<file path="src/sbc_defines.svh">
`ifndef SBC_DEFINES_SVH
`define SBC_DEFINES_SVH

// register address codes in the header
`define ADDR_MODE 2'h0
`define ADDR_IRQ 2'h1
`define ADDR_SETUP 2'h2
`define ADDR_PHY 2'h3

// frame layout
`define FRAME_CLOCKS 5'h10
`define HDR_LAST_IDX 5'h03
`define CNT_MAX 5'h1F
`define REG_RESET 12'h000
`define SPI_FAIL_BIT 0

// operating mode codes of the mode word
`define OM_UNDEF 3'h0
`define OM_INIT_FLASH 3'h3
`define OM_INIT_NORMAL 3'h5

// timing, clock rate in MHz
`define CLK_MHZ 25
`define IRQ_RELEASE_US 2
`define IRQ_RELEASE_CYC (`IRQ_RELEASE_US * `CLK_MHZ)
`define RST_PULSE_US 20
`define RST_PULSE_CYC (`RST_PULSE_US * `CLK_MHZ)
`define IRQ_TIMEOUT_MS 256
`define IRQ_TIMEOUT_CYC (`IRQ_TIMEOUT_MS * 1000 * `CLK_MHZ)

// write stream buffer
`define FIFO_DEPTH 8
`define WORD_W 14

`endif

</file>
<file path="src/sbc_pkg.sv">
package sbc_pkg;

  // operating mode reported by the mode sequencer
  typedef enum logic [5:0] {
    MODE_STARTUP = 6'b000001,
    MODE_RESTART = 6'b000010,
    MODE_NORMAL = 6'b000100,
    MODE_STANDBY = 6'b001000,
    MODE_FLASH = 6'b010000,
    MODE_SLEEP = 6'b100000
  } chip_mode_t;

  // frame phase of the serial port
  typedef enum logic [1:0] {
    PH_IDLE = 2'b01,
    PH_SHIFT = 2'b10
  } frame_phase_t;

  // software controlled registers
  typedef struct packed {
    logic [11:0] operating_mode_control;
    logic [11:0] irq_mask_control;
    logic [11:0] special_setup_control;
    logic [11:0] system_setup_control;
    logic [11:0] bus_phy_control;
    logic [11:0] scratch_word_0;
    logic [11:0] scratch_word_1;
  } ctrl_regs_t;

  // one accepted write handed to the chip core
  typedef struct packed {
    logic [1:0] addr;
    logic [11:0] data;
  } wr_word_t;

  // pin bundle: select, clock, data
  typedef struct packed {
    logic sel_n;
    logic clk;
    logic dat;
  } pins_t;

endpackage

</file>
<file path="src/sbc_spi_register_access.sv">
// Overview of operation
// - answer only while select low; float otherwise
// - sample on falling, change on rising edge
// - full duplex: feedback out while data in
// - not 16 clocks: ignore, raise enabled failure
// - boot modes: wrong count forces system reset
// - forbidden mode transition forces system reset
// - undefined mode or period code: reset, ignore
// - frame is 4 header plus 12 data bits
// - address, feedback select, then no-write flag
// - no-write flag set: read only, no change
// - address 00: mode write, status/fault read
// - address 01 writes mask or special setup
// - address 01 readback with feedback select depends on mode
// - address 10 writes setup or scratch 0
// - address 11 writes phy or scratch 1
// - mode write serves watchdog and sets mode
// - every control bit but the mode word readable via feedback
// - interrupt low while any pending flag set
// - reading flags or system reset clears them
// - interrupt released for hold time after read
// - flags unread past timeout force reset
// - bit 13 feedback select, bit 12 no-write
`timescale 1ns/1ps
`include "sbc_defines.svh"

// small synchronous fifo for the write stream
module sbc_word_fifo #(
  parameter int WIDTH = `WORD_W,
  parameter int DEPTH = `FIFO_DEPTH
) (
  input wire logic core_clk, // core clock
  input wire logic reset, // async reset, high
  input wire logic in_valid, // word offered
  output logic in_ready, // room for a word
  input wire logic [WIDTH-1:0] in_data, // word in
  output logic out_valid, // word available
  input wire logic out_ready, // consumer takes word
  output logic [WIDTH-1:0] out_data // oldest word
);
  localparam int AW = $clog2(DEPTH);
  localparam logic [AW:0] FULL = (AW+1)'(DEPTH);
  // whole fifo state in one record
  typedef struct packed {
    logic [DEPTH-1:0][WIDTH-1:0] mem; // storage
    logic [AW-1:0] wp; // write index
    logic [AW-1:0] rp; // read index
    logic [AW:0] cnt; // fill level
    logic ov; // not empty, registered
    logic [WIDTH-1:0] od; // head word, registered
  } fifo_state_t;
  fifo_state_t s; // current state
  fifo_state_t n; // next state
  logic do_wr; // write this cycle
  logic do_rd; // read this cycle
  // room from the fill level, outputs from head flops
  assign in_ready = (s.cnt != FULL);
  assign out_valid = s.ov;
  assign out_data = s.od;
  assign do_wr = in_valid && in_ready;
  assign do_rd = out_valid && out_ready;

  // next state of pointers and storage
  always_comb begin
    n = s;
    if (do_wr) begin
      n.mem[s.wp] = in_data;
      n.wp = AW'(s.wp + 1'b1);
    end
    if (do_rd) begin
      n.rp = AW'(s.rp + 1'b1);
    end
    case ({do_wr, do_rd})
      2'b10: n.cnt = (AW+1)'(s.cnt + 1'b1); // fill
      2'b01: n.cnt = (AW+1)'(s.cnt - 1'b1); // drain
      default: n.cnt = s.cnt; // both or none
    endcase
    n.ov = (n.cnt != '0); // valid flop tracks fill level
    n.od = n.mem[n.rp]; // head flop tracks read index
  end
  // state register
  always_ff @(posedge core_clk or posedge reset) begin
    if (reset) begin
      s <= '0;
    end else begin
      s <= n;
    end
  end
endmodule

// serial register port of the system basis chip
module sbc_spi_register_access #(
  parameter int unsigned IRQ_TIMEOUT_CYC = `IRQ_TIMEOUT_CYC
) (
  input wire logic core_clk, // core clock, 25 MHz
  input wire logic reset, // async reset, high
  input wire logic port_select_n, // select pin, low
  input wire logic serial_clk, // serial clock pin
  input wire logic serial_in, // serial data pin
  output logic serial_out, // serial data out
  output logic serial_out_oe, // data out driven
  output logic irq_out_n, // interrupt level, low
  output logic irq_out_n_oe, // interrupt pulled
  output logic system_reset_n, // forced reset, low
  input sbc_pkg::chip_mode_t chip_mode, // mode now
  input wire logic [11:0] status_word, // state
  input wire logic [11:0] diag_word, // faults
  input wire logic [11:0] irq_events, // event pulses
  output sbc_pkg::ctrl_regs_t ctrl, // control regs
  output logic wr_valid, // write word waiting
  input wire logic wr_ready, // core takes word
  output sbc_pkg::wr_word_t wr_word // address, data
);
  import sbc_pkg::*;

  // whole port state in one record
  typedef struct packed {
    pins_t meta; // first sync stage
    pins_t sync; // second sync stage
    pins_t prev; // delayed for edges
    frame_phase_t phase; // frame phase
    logic [4:0] count; // sampling edges seen
    logic [15:0] rx; // bits shifted in
    logic [15:0] tx; // bits shifting out
    logic out_oe; // data out enable
    ctrl_regs_t regs; // control registers
    logic [11:0] pending; // interrupt flags
    logic [11:0] release_cnt; // release hold
    logic [23:0] timeout_cnt; // unread time
    logic [11:0] rst_cnt; // reset pulse left
    logic rst_n; // reset pin level
    logic irq_oe; // interrupt pulled
    logic push; // write word to fifo
    wr_word_t push_word; // word for fifo
  } port_state_t;

  localparam logic [11:0] RELEASE_CYC = 12'(`IRQ_RELEASE_CYC);
  localparam logic [11:0] RST_CYC = 12'(`RST_PULSE_CYC);
  localparam logic [23:0] TIMEOUT_LAST = 24'(IRQ_TIMEOUT_CYC - 1);

  port_state_t s; // current state
  port_state_t n; // next state
  logic fifo_ready; // room in write fifo

  // start-up or restart: boot modes
  function automatic logic is_boot(chip_mode_t m);
    return (m == MODE_STARTUP) || (m == MODE_RESTART);
  endfunction

  // normal or standby: full register set
  function automatic logic is_run(chip_mode_t m);
    return (m == MODE_NORMAL) || (m == MODE_STANDBY);
  endfunction

  // defined watchdog period codes
  function automatic logic wdp_ok(logic [5:0] w);
    case (w)
      6'h09, 6'h0C, 6'h12, 6'h14, 6'h1B: return 1'b1;
      6'h24, 6'h2D, 6'h33, 6'h35, 6'h36: return 1'b1;
      default: return 1'b0;
    endcase
  endfunction

  // init codes only from boot modes
  function automatic logic move_ok(chip_mode_t m,
                                   logic [2:0] om);
    logic init;
    init = (om == `OM_INIT_NORMAL) || (om == `OM_INIT_FLASH);
    return is_boot(m) ? init : !init;
  endfunction

  // feedback word picked by the header
  function automatic logic [11:0] feedback(
    logic [1:0] addr, logic sel, chip_mode_t m,
    ctrl_regs_t r, logic [11:0] st, logic [11:0] dg,
    logic [11:0] pend);
    logic [11:0] w;
    w = `REG_RESET;
    case (addr)
      `ADDR_MODE: begin
        w = sel ? dg : st;
      end
      `ADDR_IRQ: begin
        if (!sel) begin
          w = r.irq_mask_control;
        end else if (is_boot(m)) begin
          w = r.special_setup_control;
        end else begin
          w = pend;
        end
      end
      `ADDR_SETUP: begin
        w = sel ? r.scratch_word_0 : r.system_setup_control;
      end
      `ADDR_PHY: begin
        w = sel ? r.scratch_word_1 : r.bus_phy_control;
      end
      default: w = `REG_RESET;
    endcase
    return w;
  endfunction

  // outputs straight from state flops, interrupt level tied low
  assign serial_out = s.tx[15];
  assign serial_out_oe = s.out_oe;
  assign irq_out_n = 1'b0;
  assign irq_out_n_oe = s.irq_oe;
  assign system_reset_n = s.rst_n;
  assign ctrl = s.regs;

  // next state of the whole port
  always_comb begin
    logic fall; // sampling edge
    logic rise; // shifting edge
    logic sel_fall; // frame begins
    logic sel_rise; // frame ends
    logic fail; // bad frame
    logic force_rst; // reset request
    logic clr; // flags read out
    logic [11:0] set; // new flags
    logic [3:0] hdr; // header of frame
    logic [11:0] dat; // data of frame
    n = s;
    fail = 1'b0;
    force_rst = 1'b0;
    clr = 1'b0;
    n.push = 1'b0;
    // two stages before any logic
    n.meta = '{sel_n: port_select_n, clk: serial_clk, dat: serial_in};
    n.sync = s.meta;
    n.prev = s.sync;
    fall = s.prev.clk && !s.sync.clk;
    rise = !s.prev.clk && s.sync.clk;
    sel_fall = s.prev.sel_n && !s.sync.sel_n;
    sel_rise = !s.prev.sel_n && s.sync.sel_n;
    hdr = s.rx[15:12];
    dat = s.rx[11:0];
    set = irq_events & s.regs.irq_mask_control;
    case (s.phase)
      // waiting for select
      PH_IDLE: begin
        if (sel_fall) begin
          n.phase = PH_SHIFT;
          n.count = '0;
          n.tx = 16'h0000;
          n.out_oe = 1'b1;
        end
      end
      // frame in progress
      PH_SHIFT: begin
        if (fall) begin
          n.rx = {s.rx[14:0], s.sync.dat};
          if (s.count != `CNT_MAX) begin
            n.count = 5'(s.count + 1'b1);
          end
          if (s.count == `HDR_LAST_IDX) begin
            // header complete: load reply
            n.tx = {1'b0, feedback(s.rx[2:1], s.rx[0],
                    chip_mode, s.regs, status_word,
                    diag_word, s.pending), 3'b000};
          end
        end
        if (rise) begin
          n.tx = {s.tx[14:0], 1'b0};
        end
        if (sel_rise) begin
          n.phase = PH_IDLE;
          n.out_oe = 1'b0;
          if (s.count != `FRAME_CLOCKS) begin
            fail = 1'b1;
          end else begin
            // flags read: clear at frame end
            if (hdr[3:2] == `ADDR_IRQ && hdr[1] &&
                !is_boot(chip_mode)) begin
              clr = 1'b1;
            end
            if (!hdr[0]) begin
              if (!fifo_ready) begin
                fail = 1'b1; // core not taking words
              end else begin
                n.push = 1'b1;
                n.push_word = '{addr: hdr[3:2], data: dat};
                case (hdr[3:2])
                  `ADDR_MODE: begin
                    if (dat[5:3] == `OM_UNDEF ||
                        !wdp_ok(dat[11:6])) begin
                      force_rst = 1'b1;
                      n.push = 1'b0;
                    end else if (!move_ok(chip_mode,
                                          dat[5:3])) begin
                      force_rst = 1'b1;
                      n.push = 1'b0;
                    end else begin
                      // service and mode in one word
                      n.regs.operating_mode_control = dat;
                    end
                  end
                  `ADDR_IRQ: begin
                    if (is_boot(chip_mode)) begin
                      n.regs.special_setup_control = dat;
                    end else begin
                      n.regs.irq_mask_control = dat;
                    end
                  end
                  `ADDR_SETUP: begin
                    if (is_run(chip_mode)) begin
                      n.regs.system_setup_control = dat;
                    end else begin
                      n.regs.scratch_word_0 = dat;
                    end
                  end
                  `ADDR_PHY: begin
                    if (is_run(chip_mode)) begin
                      n.regs.bus_phy_control = dat;
                    end else begin
                      n.regs.scratch_word_1 = dat;
                    end
                  end
                  default: n.push = 1'b0;
                endcase
              end
            end
          end
        end
      end
      default: begin
        n.phase = PH_IDLE;
        n.out_oe = 1'b0;
      end
    endcase
    // failed frame: reset in boot, else flag
    if (fail) begin
      if (is_boot(chip_mode)) begin
        force_rst = 1'b1;
      end else begin
        set[`SPI_FAIL_BIT] = s.regs.irq_mask_control[`SPI_FAIL_BIT];
      end
    end
    // unread flags: count toward timeout
    if (s.pending == '0 || clr) begin
      n.timeout_cnt = '0;
    end else if (s.timeout_cnt == TIMEOUT_LAST) begin
      n.timeout_cnt = '0;
      force_rst = 1'b1;
    end else begin
      n.timeout_cnt = 24'(s.timeout_cnt + 1'b1);
    end
    // forced reset pulse
    if (force_rst) begin
      n.rst_cnt = RST_CYC;
    end else if (s.rst_cnt != '0) begin
      n.rst_cnt = 12'(s.rst_cnt - 1'b1);
    end
    n.rst_n = (n.rst_cnt == '0);
    // flags: new events win over read clear
    if (n.rst_cnt != '0) begin
      n.pending = '0;
    end else begin
      n.pending = (clr ? 12'h000 : s.pending) | set;
    end
    // release hold after each read
    if (clr) begin
      n.release_cnt = RELEASE_CYC;
    end else if (s.release_cnt != '0) begin
      n.release_cnt = 12'(s.release_cnt - 1'b1);
    end
    n.irq_oe = (n.pending != '0) && (n.release_cnt == '0);
  end

  // state register
  always_ff @(posedge core_clk or posedge reset) begin
    if (reset) begin
      s <= '0;
      s.meta <= '{sel_n: 1'b1, clk: 1'b0, dat: 1'b0};
      s.sync <= '{sel_n: 1'b1, clk: 1'b0, dat: 1'b0};
      s.prev <= '{sel_n: 1'b1, clk: 1'b0, dat: 1'b0};
      s.phase <= PH_IDLE;
      s.rst_n <= 1'b1;
    end else begin
      s <= n;
    end
  end

  // accepted writes queue toward the core
  sbc_word_fifo #(
    .WIDTH(`WORD_W),
    .DEPTH(`FIFO_DEPTH)
  ) u_fifo (
    .core_clk(core_clk),
    .reset(reset),
    .in_valid(s.push),
    .in_ready(fifo_ready),
    .in_data(s.push_word),
    .out_valid(wr_valid),
    .out_ready(wr_ready),
    .out_data(wr_word)
  );
endmodule

</file>
<file path="config.mk">
export PLATFORM = sky130hd
export DESIGN_NAME = sbc_spi_register_access
export DESIGN_NICKNAME = d
export VERILOG_FILES = /design/src/sbc_pkg.sv /design/src/sbc_spi_register_access.sv
export VERILOG_INCLUDE_DIRS = /design/src
export SDC_FILE = /design/constraint.sdc
export NUM_CORES = 1
export LEC_CHECK = 0
export BUFFER_PORTS_ARGS = -buffer_cell sky130_fd_sc_hd__buf_2
export CORE_MARGIN = 1
export CORE_UTILIZATION = 40
export DETAILED_ROUTE_END_ITERATION = 16
export PLACE_DENSITY = 0.62
export SYNTH_ARGS = -nofsm -noshare
export SYNTH_HDL_FRONTEND = slang
export SYNTH_SLANG_ARGS = --single-unit
</file>
<file path="constraint.sdc">
create_clock -name core_clk -period 11.1 [get_ports core_clk]
set_input_delay 2.22 -clock core_clk [delete_from_list [all_inputs] [get_ports core_clk]]
set_output_delay 2.22 -clock core_clk [all_outputs]
set_load 0.05 [all_outputs]
</file>
---- Word-level counts from Yosys, hierarchy flattened ----
Cells that the tools add are included.
operators by class
  add/sub/neg operators ................... 8
  order comparisons ....................... 3
  equality and inequality tests ........... 37
  multiplexer cells ....................... 90
  bitwise logic cells ..................... 7
  reductions and logical operators ........ 47
operators with widths
  operator                                               count
  two-way mux 12 bit                                     24
  two-way mux 84 bit                                     3
  two-way mux 115 bit                                    1
  bitwise mux 112 bit                                    1
  two-way mux 85 bit                                     1
  two-way mux 15 bit                                     5
  two-way mux 24 bit                                     3
  case mux 12 bit (4 select lines)                       1
  nonzero test 12 bit                                    4
  binary-select mux 14 bit (select 3 bit)                1
  demux 14 bit (select 3 bit)                            1
  AND reduction 7 bit                                    6
  two-way mux 37 bit                                     1
  logical NOT 12 bit                                     3
  two-way mux 1 bit                                      34
  two-way mux 16 bit                                     2
  case mux 16 bit (2 select lines)                       1
  equality test 6 bit, second input constant             5
  two-way mux 14 bit                                     2
  adder 24 x 1 -> 24 bit, second input constant          1
  equality test 24 x 23 -> 1 bit, second input constant  1
  subtractor 12 x 1 -> 12 bit, second input constant     2
  equality test 6 x 4 -> 1 bit, second input constant    3
  equality test 6 x 5 -> 1 bit, second input constant    3
  other kinds (42)                                       83
storage, ports and cells
  bits in registers ....................... 346
  bits of input ports ..................... 48
  output and inout port bits .............. 104
  logic and storage cells ................. 234

---- Longest topological paths before layout ----
Gate-level depths: netlist of the first run.
  depth after elaboration ................. 27
  mapped depth ............................ 13
  mapped depth without buffers ............ 11

---- Modules after synthesis ----
From an unflattened synthesis of the first run, not the netlist that was laid out.
second synthesis, totals
  cell total of the unflattened synthesis .. 1555
  area total of the unflattened synthesis .. 17286.6 µm²
modules (own cells, without submodules)
  module                   times used  cells each  area an instance (µm²)  sequential area each (µm²)
  sbc_spi_register_access  1           978         10679.0                 5186.2
  sbc_word_fifo            1           577         6607.6                  3428.3

---- Worst setup path after synthesis of the first run ----
OpenSTA, ideal clock, no wires.
  path kind ............................... input to register
  start ................................... in chip_mode[3]
  end ..................................... reg s[176] (netlist name)
  library setup time ...................... 0.141 ns
  data arrival time ....................... 4.234 ns
  required time ........................... 10.959 ns
  path slack .............................. 6.725 ns
  cell stages on the path ................. 7
  path buffers ............................ 0
  path through ............................ or4_1 -> nor2_2 -> mux2_2 -> mux4_2 -> mux2_2 -> nand2_1 -> a31oi_1
between the ends
  cells in the longest elaborated chain, start to end .. 9
  elaborated cells between the ends (all ways) .. 10
  classes of those cells .................. eq/ne: 2; mux: 7; reduce/logical: 1
ends and longest elaborated chain
  element                                                                       line                            text
  from (decl)                                                                   sbc_spi_register_access.sv:105  input sbc_pkg::chip_mode_t chip_mode,
  equality test 6 x 1 -> 1 bit or equality test 6 x 2 -> 1 bit (tied branches)  sbc_spi_register_access.sv:147  return (m == MODE_STARTUP) || (m == MODE_RESTART);
  logical OR 1 bit *                                                            sbc_spi_register_access.sv:147
  two-way mux 12 bit *                                                          sbc_spi_register_access.sv:186  end else if (is_boot(m)) begin
  two-way mux 12 bit *                                                          sbc_spi_register_access.sv:184  if (!sel) begin
  case mux 12 bit (4 select lines) *                                            sbc_spi_register_access.sv:179  case (addr)
  two-way mux 16 bit *                                                          sbc_spi_register_access.sv:256  if (s.count == `HDR_LAST_IDX) begin
  two-way mux 37 bit *                                                          sbc_spi_register_access.sv:251  if (fall) begin
  two-way mux 16 bit *                                                          sbc_spi_register_access.sv:263  if (rise) begin
  case mux 16 bit (2 select lines) *                                            sbc_spi_register_access.sv:239  case (s.phase)
  to (signal assigned)                                                          sbc_spi_register_access.sv:380  s <= n;
  to (decl)                                                                     sbc_spi_register_access.sv:141  port_state_t s;
Mark *: on every way between the ends. The rest lies on a longest branch, timed or not. The select of a mux whose other input is x is not followed.
A chain may end at the register's enable or synchronous reset.

==> metrics.yaml, run 1 <==
gp_congestion: 0.8353
numCtsBuffers: 39
overflow: 0
nFillCells: 3904
holdCritPathClass: "flop to flop"
viasPerCell: 5.547
whs_endpoint: "n[202]"
power_density_nw_per_um2: 174.5
synth_warnings: 0
hold_violations: 0
cap_violations: 0
synth_area_leaders: "dfrtp_1 (49%), mux2_2 (13%), nand2_1 (4.5%)"
clock_skew_ns: 0.01985
synth.distinct_cells: 83
final.setup.worst_slack_ns: 5.998
dp_slack_ns: 5.459
cts_buffer_depth: 3
cts_tree: "built"
drc_errors: 0
grt_max_degree: 187
drt_iter0_drc: 728
worstRegToRegCells: 7
grt_pass1_wl_um: 66990
ys.flop_type: "dfrtp_1"
clock_latency_ns: 0.55
yosys.area.top_type: "dfrtp_1"
ys_top_cells_by_count: "dfrtp_1 (339), nand2_1 (206), mux2_2 (203)"
worstHoldPathCells: 0
drtPass1Iterations: 5
status: "complete, no violations"
avgSynthCellArea_um2: 10.90
netlist.area_leader.share_pct: 49.37
final_area_um2: 18890
crit_chain: "buf_2 -> xnor2_1 -> or2_1 -> nand4_1 -> and2_1 -> a221o_2 -> nand4b_4 -> nor4_2"
ir_drop_mv: 0.1072
routed_wl_um: 41880
synth-seq-cells: 344
netlist_area_um2: 17180
die_y_um: 209.3
cts_post_setup_buffers_inserted: 0
clk_pin_slew_worst_paths_ns: 0.05
core_um2: 42130
min_from: "n[205]"
ant_nets: 0
fmax_ghz: 0.1960
design.portCount: 152
die_area_um2: 43790
syn_nets: 1640
r2r_end: "u_fifo.out_data[7]"
clockRootBuffer: "clkbuf_16"
nets: 1650
crit_fanout: 18
rows: 75
dpl.hpwl_um: 27560
grt_pass1_vias: 11827
cp-end-kind: "flop"
initial_core_util_pct: 40.78
vias: 11938
seq_area_um2: 8616
htree_levels: 2
finalSetupViolations: 0
maxSlewViolCount: 0
grt_use_total_pct: 19.29
place_area_um2: 17650
synth_cells: 1576
fp.dieW_um: 209.3
slew_headroom_pct: 12.18
synth_edf_count: 0
critPathLaunchType: "input port"
arrival_ns: 5.54
critPathSlowestCell: "nand4_1"
seq_area_frac_synth_pct: 50.13
n_antenna_cell: 0
worst_slew_pin_slew_ns: 1.312
required_ns: 11.53
finalCritPeriodShare_pct: 45.97
critPathMaxStageDelay_ns: 0.75
timing.setup.tns_ns: 0
crit_type: "input port to flop"
r2r_start: "u_fifo.s[16]"
rsz0062_at_grt: "false"
wire_per_inst_um: 19.46
area_growth_pct: 9.902
async_reset_ff_share_pct: 100.0
cts_hold_buf: 0
multi_input_area_um2: 7370
portBuffers: 150
r2r_setup_slack_ns: 7.43
period_needed_ns: 5.102
cts_sinks: 344
synth.most_common_cell: "dfrtp_1"
power.leakage_nw: 9.010
antenna_found_initial: 2
cts_resized: 0
drive_above_1_share_pct: 29.94
==> area by class of cell <==
| type | instances | share of cell area, % |
|---|---|---|
| clock buffer | 60 | 6.228 |
| clock inverter | 8 | 0.3048 |
| inverter | 28 | 0.5764 |
| multi-input combinational | 1007 | 39.02 |
| sequential | 344 | 45.62 |
| tap | 539 | 3.571 |
| timing repair buffer | 166 | 4.677 |
==> state kept, by name, indices dropped and copies added (netlist names) <==
| signal | cells |
|---|---|
| u_fifo.s | 122 |
| s | 114 |
| ctrl | 84 |
| u_fifo.out_data | 14 |
| n | 6 |
| irq_out_n_oe | 1 |
| serial_out | 1 |
| system_reset_n | 1 |
| u_fifo.out_valid | 1 |
==> worst max path at each step <==
stage	start	to	slack, ns	cells past startpoint
2_1_floorplan	reset	ctrl[0]	4.28	1
3_5_place_dp	chip_mode[0]	irq_out_n_oe	5.46	8
6_report	chip_mode[0]	irq_out_n_oe	6.00	8
3_3_place_gp	chip_mode[0]	irq_out_n_oe	5.62	8
4_1_cts	chip_mode[0]	irq_out_n_oe	6.00	8
5_1_grt	chip_mode[0]	irq_out_n_oe	5.76	8
==> worst max-delay path: cells and delay by family <==
kind | cells | cell delay (ns)
buf+inv | 1 | 0.11
xor+xnor | 1 | 0.34
compound gates | 1 | 0.48
simple gates | 5 | 2.37
==> layout by cell type, fill, tap and decap left out, types with 12 or more instances in the layout <==
cell,instances
a21oi_1,32
buf_2,150
buf_4,15
clkbuf_16,40
dfrtp_1,338
ha_1,15
inv_1,26
mux2_2,203
mux2i_1,12
mux4_2,20
nand2_1,206
nand2b_1,20
nand3_1,41
nand4_1,31
nor2_1,111
nor3_1,12
o211ai_1,18
o21ai_0,42
o221ai_1,34
o22ai_1,30
xnor2_1,28
xor2_1,18
==> through the flow <==
| stage | util [%] | hold WS, ns | std cells | total power, mW |
|---|---|---|---|---|
| after global placement | 41.89 | 0.3326 | 2084 | 2.068 |
| final | 44.82 | 0.3473 | 2152 | 3.296 |
| after floorplan | - | 0.3312 | 1576 | 1.884 |
| after detailed placement | 41.89 | 0.3364 | 2084 | 2.078 |
| after CTS | 44.82 | 0.3495 | 2152 | 3.336 |
| after global routing | 44.82 | 0.3500 | 2152 | 3.448 |
==> logic make-up (layout without fill, tap and decap cells) <==
logic type	Yosys count	in the layout	share of synthesized area [%]
simple gates	503	503	14.26
flops	344	344	50.13
mux	243	243	17.13
buf+inv	225	262	7.172
compound gates	198	198	7.733
xor+xnor	46	46	2.345
fa+ha+maj	16	16	1.209
other cells	1	1	0.02182
==> where the power goes <==
group          total (mW)  switching (mW)  leakage (nW)  internal [mW]
Clock                1.24           0.510         0.608          0.729
Combinational       0.701           0.491          3.74          0.210
Sequential           1.36          0.0547          4.66           1.30
==> per-layer routing <==
metal / vias up / GRT usage [%] / routed length, µm
li1: 5495 / - / -
met1: 6026 / 27.19 / 19270
met2: 326 / 29.15 / 18780
met3: 87 / 4.025 / 2410
met4: 4 / 7.530 / 1389
met5: - / 0 / 24
Note: power is estimated with default switching activity, not from simulation.
==> run 2: changes to the inputs <==
==> constraint.sdc (replaced) <==
create_clock -name core_clk -period 4.64 [get_ports core_clk]
set_input_delay 0.928 -clock core_clk [delete_from_list [all_inputs] [get_ports core_clk]]
set_output_delay 0.928 -clock core_clk [all_outputs]
set_load 0.05 [all_outputs]
==> run 2 against run 1 <==
  * Design area grew 0.25%
  * Largest cell class unchanged
  * Via count is essentially flat
  * Register-to-register slack lost 6.2 ns
  * Final cell count grew 0.46%
  * Clock skew grew 0.0061 ns
  * Die area is the same
  * Non-clock buffer count grew 12
  * Critical endpoint is now u_fifo.out_valid
==> metrics.yaml, run 2 (same netlist as run 1, synthesis figures left out) <==
dpl.hpwl_um: 28450
finalCritPeriodShare_pct: 74.11
top_register: "u_fifo.s"
ir_drop_mv: 0.3003
whs_endpoint: "n[202]"
cts_sinks: 344
power.internal_mw: 5.271
clk_pin_slew_worst_paths_ns: 0.06
finalSetupViolations: 0
r2r_start: "u_fifo.s[15]"
swShare_pct: 32.35
critPathMaxStageDelay_ns: 0.73
utilization_pct: 44.93
die_y_um: 209.3
initial_core_util_pct: 40.78
whs_ns: 0.3534
crit_buf_inv: 1
mostFrequentLayoutCells: "dfrtp_1 (338), nand2_1 (206), mux2_2 (203)"
hold_violations: 0
grt_pass1_wl_um: 67320
cap_violations: 0
worstHoldPathCells: 0
core_um2: 42130
vias: 11945
crit_type: "flop to flop"
required_ns: 5.03
critPathTopFamily: "simple AND/OR/NAND/NOR gates"
worst_slew_pin_slew_ns: 1.143
worstRegToRegCells: 11
critPathLaunchType: "flop"
drc_errors: 0
cts_hold_buf: 0
htree_levels: 2
fp.dieW_um: 209.3
nets: 1661
status: "complete, no violations"
power_frac_seq_pct: 41.7
gp_congestion: 0.8168
cts_tree: "built"
p_switching_mw: 2.521
mostFrequentLayoutCell: "dfrtp_1"
grt_max_degree: 98
grt_pass1_vias: 12001
maxSlewViolCount: 0
antenna_found_initial: 2
numCtsBuffers: 38
arrival_ns: 3.83
viasPerCell: 5.525
min_from: "n[205]"
holdCritPathClass: "flop to flop"
crit_chain: "or4b_1 -> and2_1 -> inv_1 -> ha_1 -> ha_1 -> a21o_1 -> a21oi_1 -> xnor2_1 -> nand2b_1 -> xnor2_1 -> or4_1"
grt_use_total_pct: 19.27
ant_nets: 0
area_growth_pct: 10.17
slew_headroom_pct: 23.76
cp-end-kind: "flop"
drtPass1Iterations: 7
cts_resized: 0
routed_wl_um: 42100
critPathSlowestCell: "or4b_1"
clockRootBuffer: "clkbuf_16"
power.leakage_nw: 9.044
drt_iter0_drc: 850
largest_reg_flops: 122
design.portCount: 152
rows: 75
p_comb_share_pct: 21.7
power_density_nw_per_um2: 411.5
wire_per_inst_um: 19.47
rsz0062_at_grt: "false"
cts_buffer_depth: 3
r2r_end: "u_fifo.out_valid"
portBuffers: 150
clkPwrFrac_pct: 36.6
clock_skew_ns: 0.02593
clock_latency_ns: 0.55
fmax_ghz: 0.2908
period_needed_ns: 3.439
r2r_setup_slack_ns: 1.20
die_area_um2: 43790
overflow: 0
drive_above_1_share_pct: 30.15
crit_fanout: 9
cts_post_setup_buffers_inserted: 0
## run 2: cell types whose count changed in the layout (fill, tap and decap cells not counted)
cell and change:
buf_12 +2, buf_4 +10, clkbuf_1 +2, clkbuf_16 -1, clkbuf_8 -4, clkinv_2 +1
clkinv_8 +1, clkinvlp_4 -1, diode_2 +1, inv_6 -1, mux2i_1 +1, mux2i_2 -1
## run 2: worst max-delay path by stage
stage | to | start | depth (start not counted) | slack [ns]
final | u_fifo.out_valid | u_fifo.s[15] | 11 | 1.20
after global routing | u_fifo.out_valid | u_fifo.s[15] | 11 | 0.92
after CTS | u_fifo.out_valid | u_fifo.s[15] | 11 | 1.16
after detailed placement | ctrl[78] | chip_mode[0] | 7 | 0.86
after global placement | ctrl[80] | chip_mode[0] | 7 | 0.90
after floorplan | ctrl[0] | reset | 1 | -0.89
## run 2: stage by stage
stage / power, mW / setup slack [ns] / setup TNS (ns) / area [µm²] / std cells
after global routing: 8.153 / 0.9202 / 0 / 18930 / 2161
after global placement: 4.970 / 0.8985 / 0 / 17760 / 2096
after floorplan: 4.506 / -0.8864 / -300.49 / 17190 / 1576
after CTS: 7.867 / 1.164 / 0 / 18930 / 2161
final: 7.791 / 1.201 / 0 / 18930 / 2162
after detailed placement: 4.992 / 0.8601 / 0 / 17760 / 2096
## run 2: cell type report
class                      instances  area, µm²
fill                            3905      23200
timing repair buffer             178      998.5
tap                              539      674.4
inverter                          28      108.9
clock inverter                     8      62.56
antenna                            1      2.502
sequential                       344       8616
multi-input combinational       1007       7366
clock buffer                      57       1104
## run 2: metal layers
metal / track usage [%] / wire (µm) / up-vias
met5: 0 / 13 / -
met4: 5.502 / 923 / 2
met3: 3.591 / 2459 / 59
met2: 30.37 / 19350 / 338
met1: 27.13 / 19350 / 6017
li1: - / - / 5529
## run 2: power by group through the flow
stage / sequential [mW] / clock (mW) / combinational, mW
after floorplan: 3.24 / 0 / 1.26
after global routing: 3.26 / 3.04 / 1.85
final: 3.25 / 2.85 / 1.69
after detailed placement: 3.30 / 0 / 1.69
after global placement: 3.30 / 0 / 1.67
after CTS: 3.25 / 2.92 / 1.70
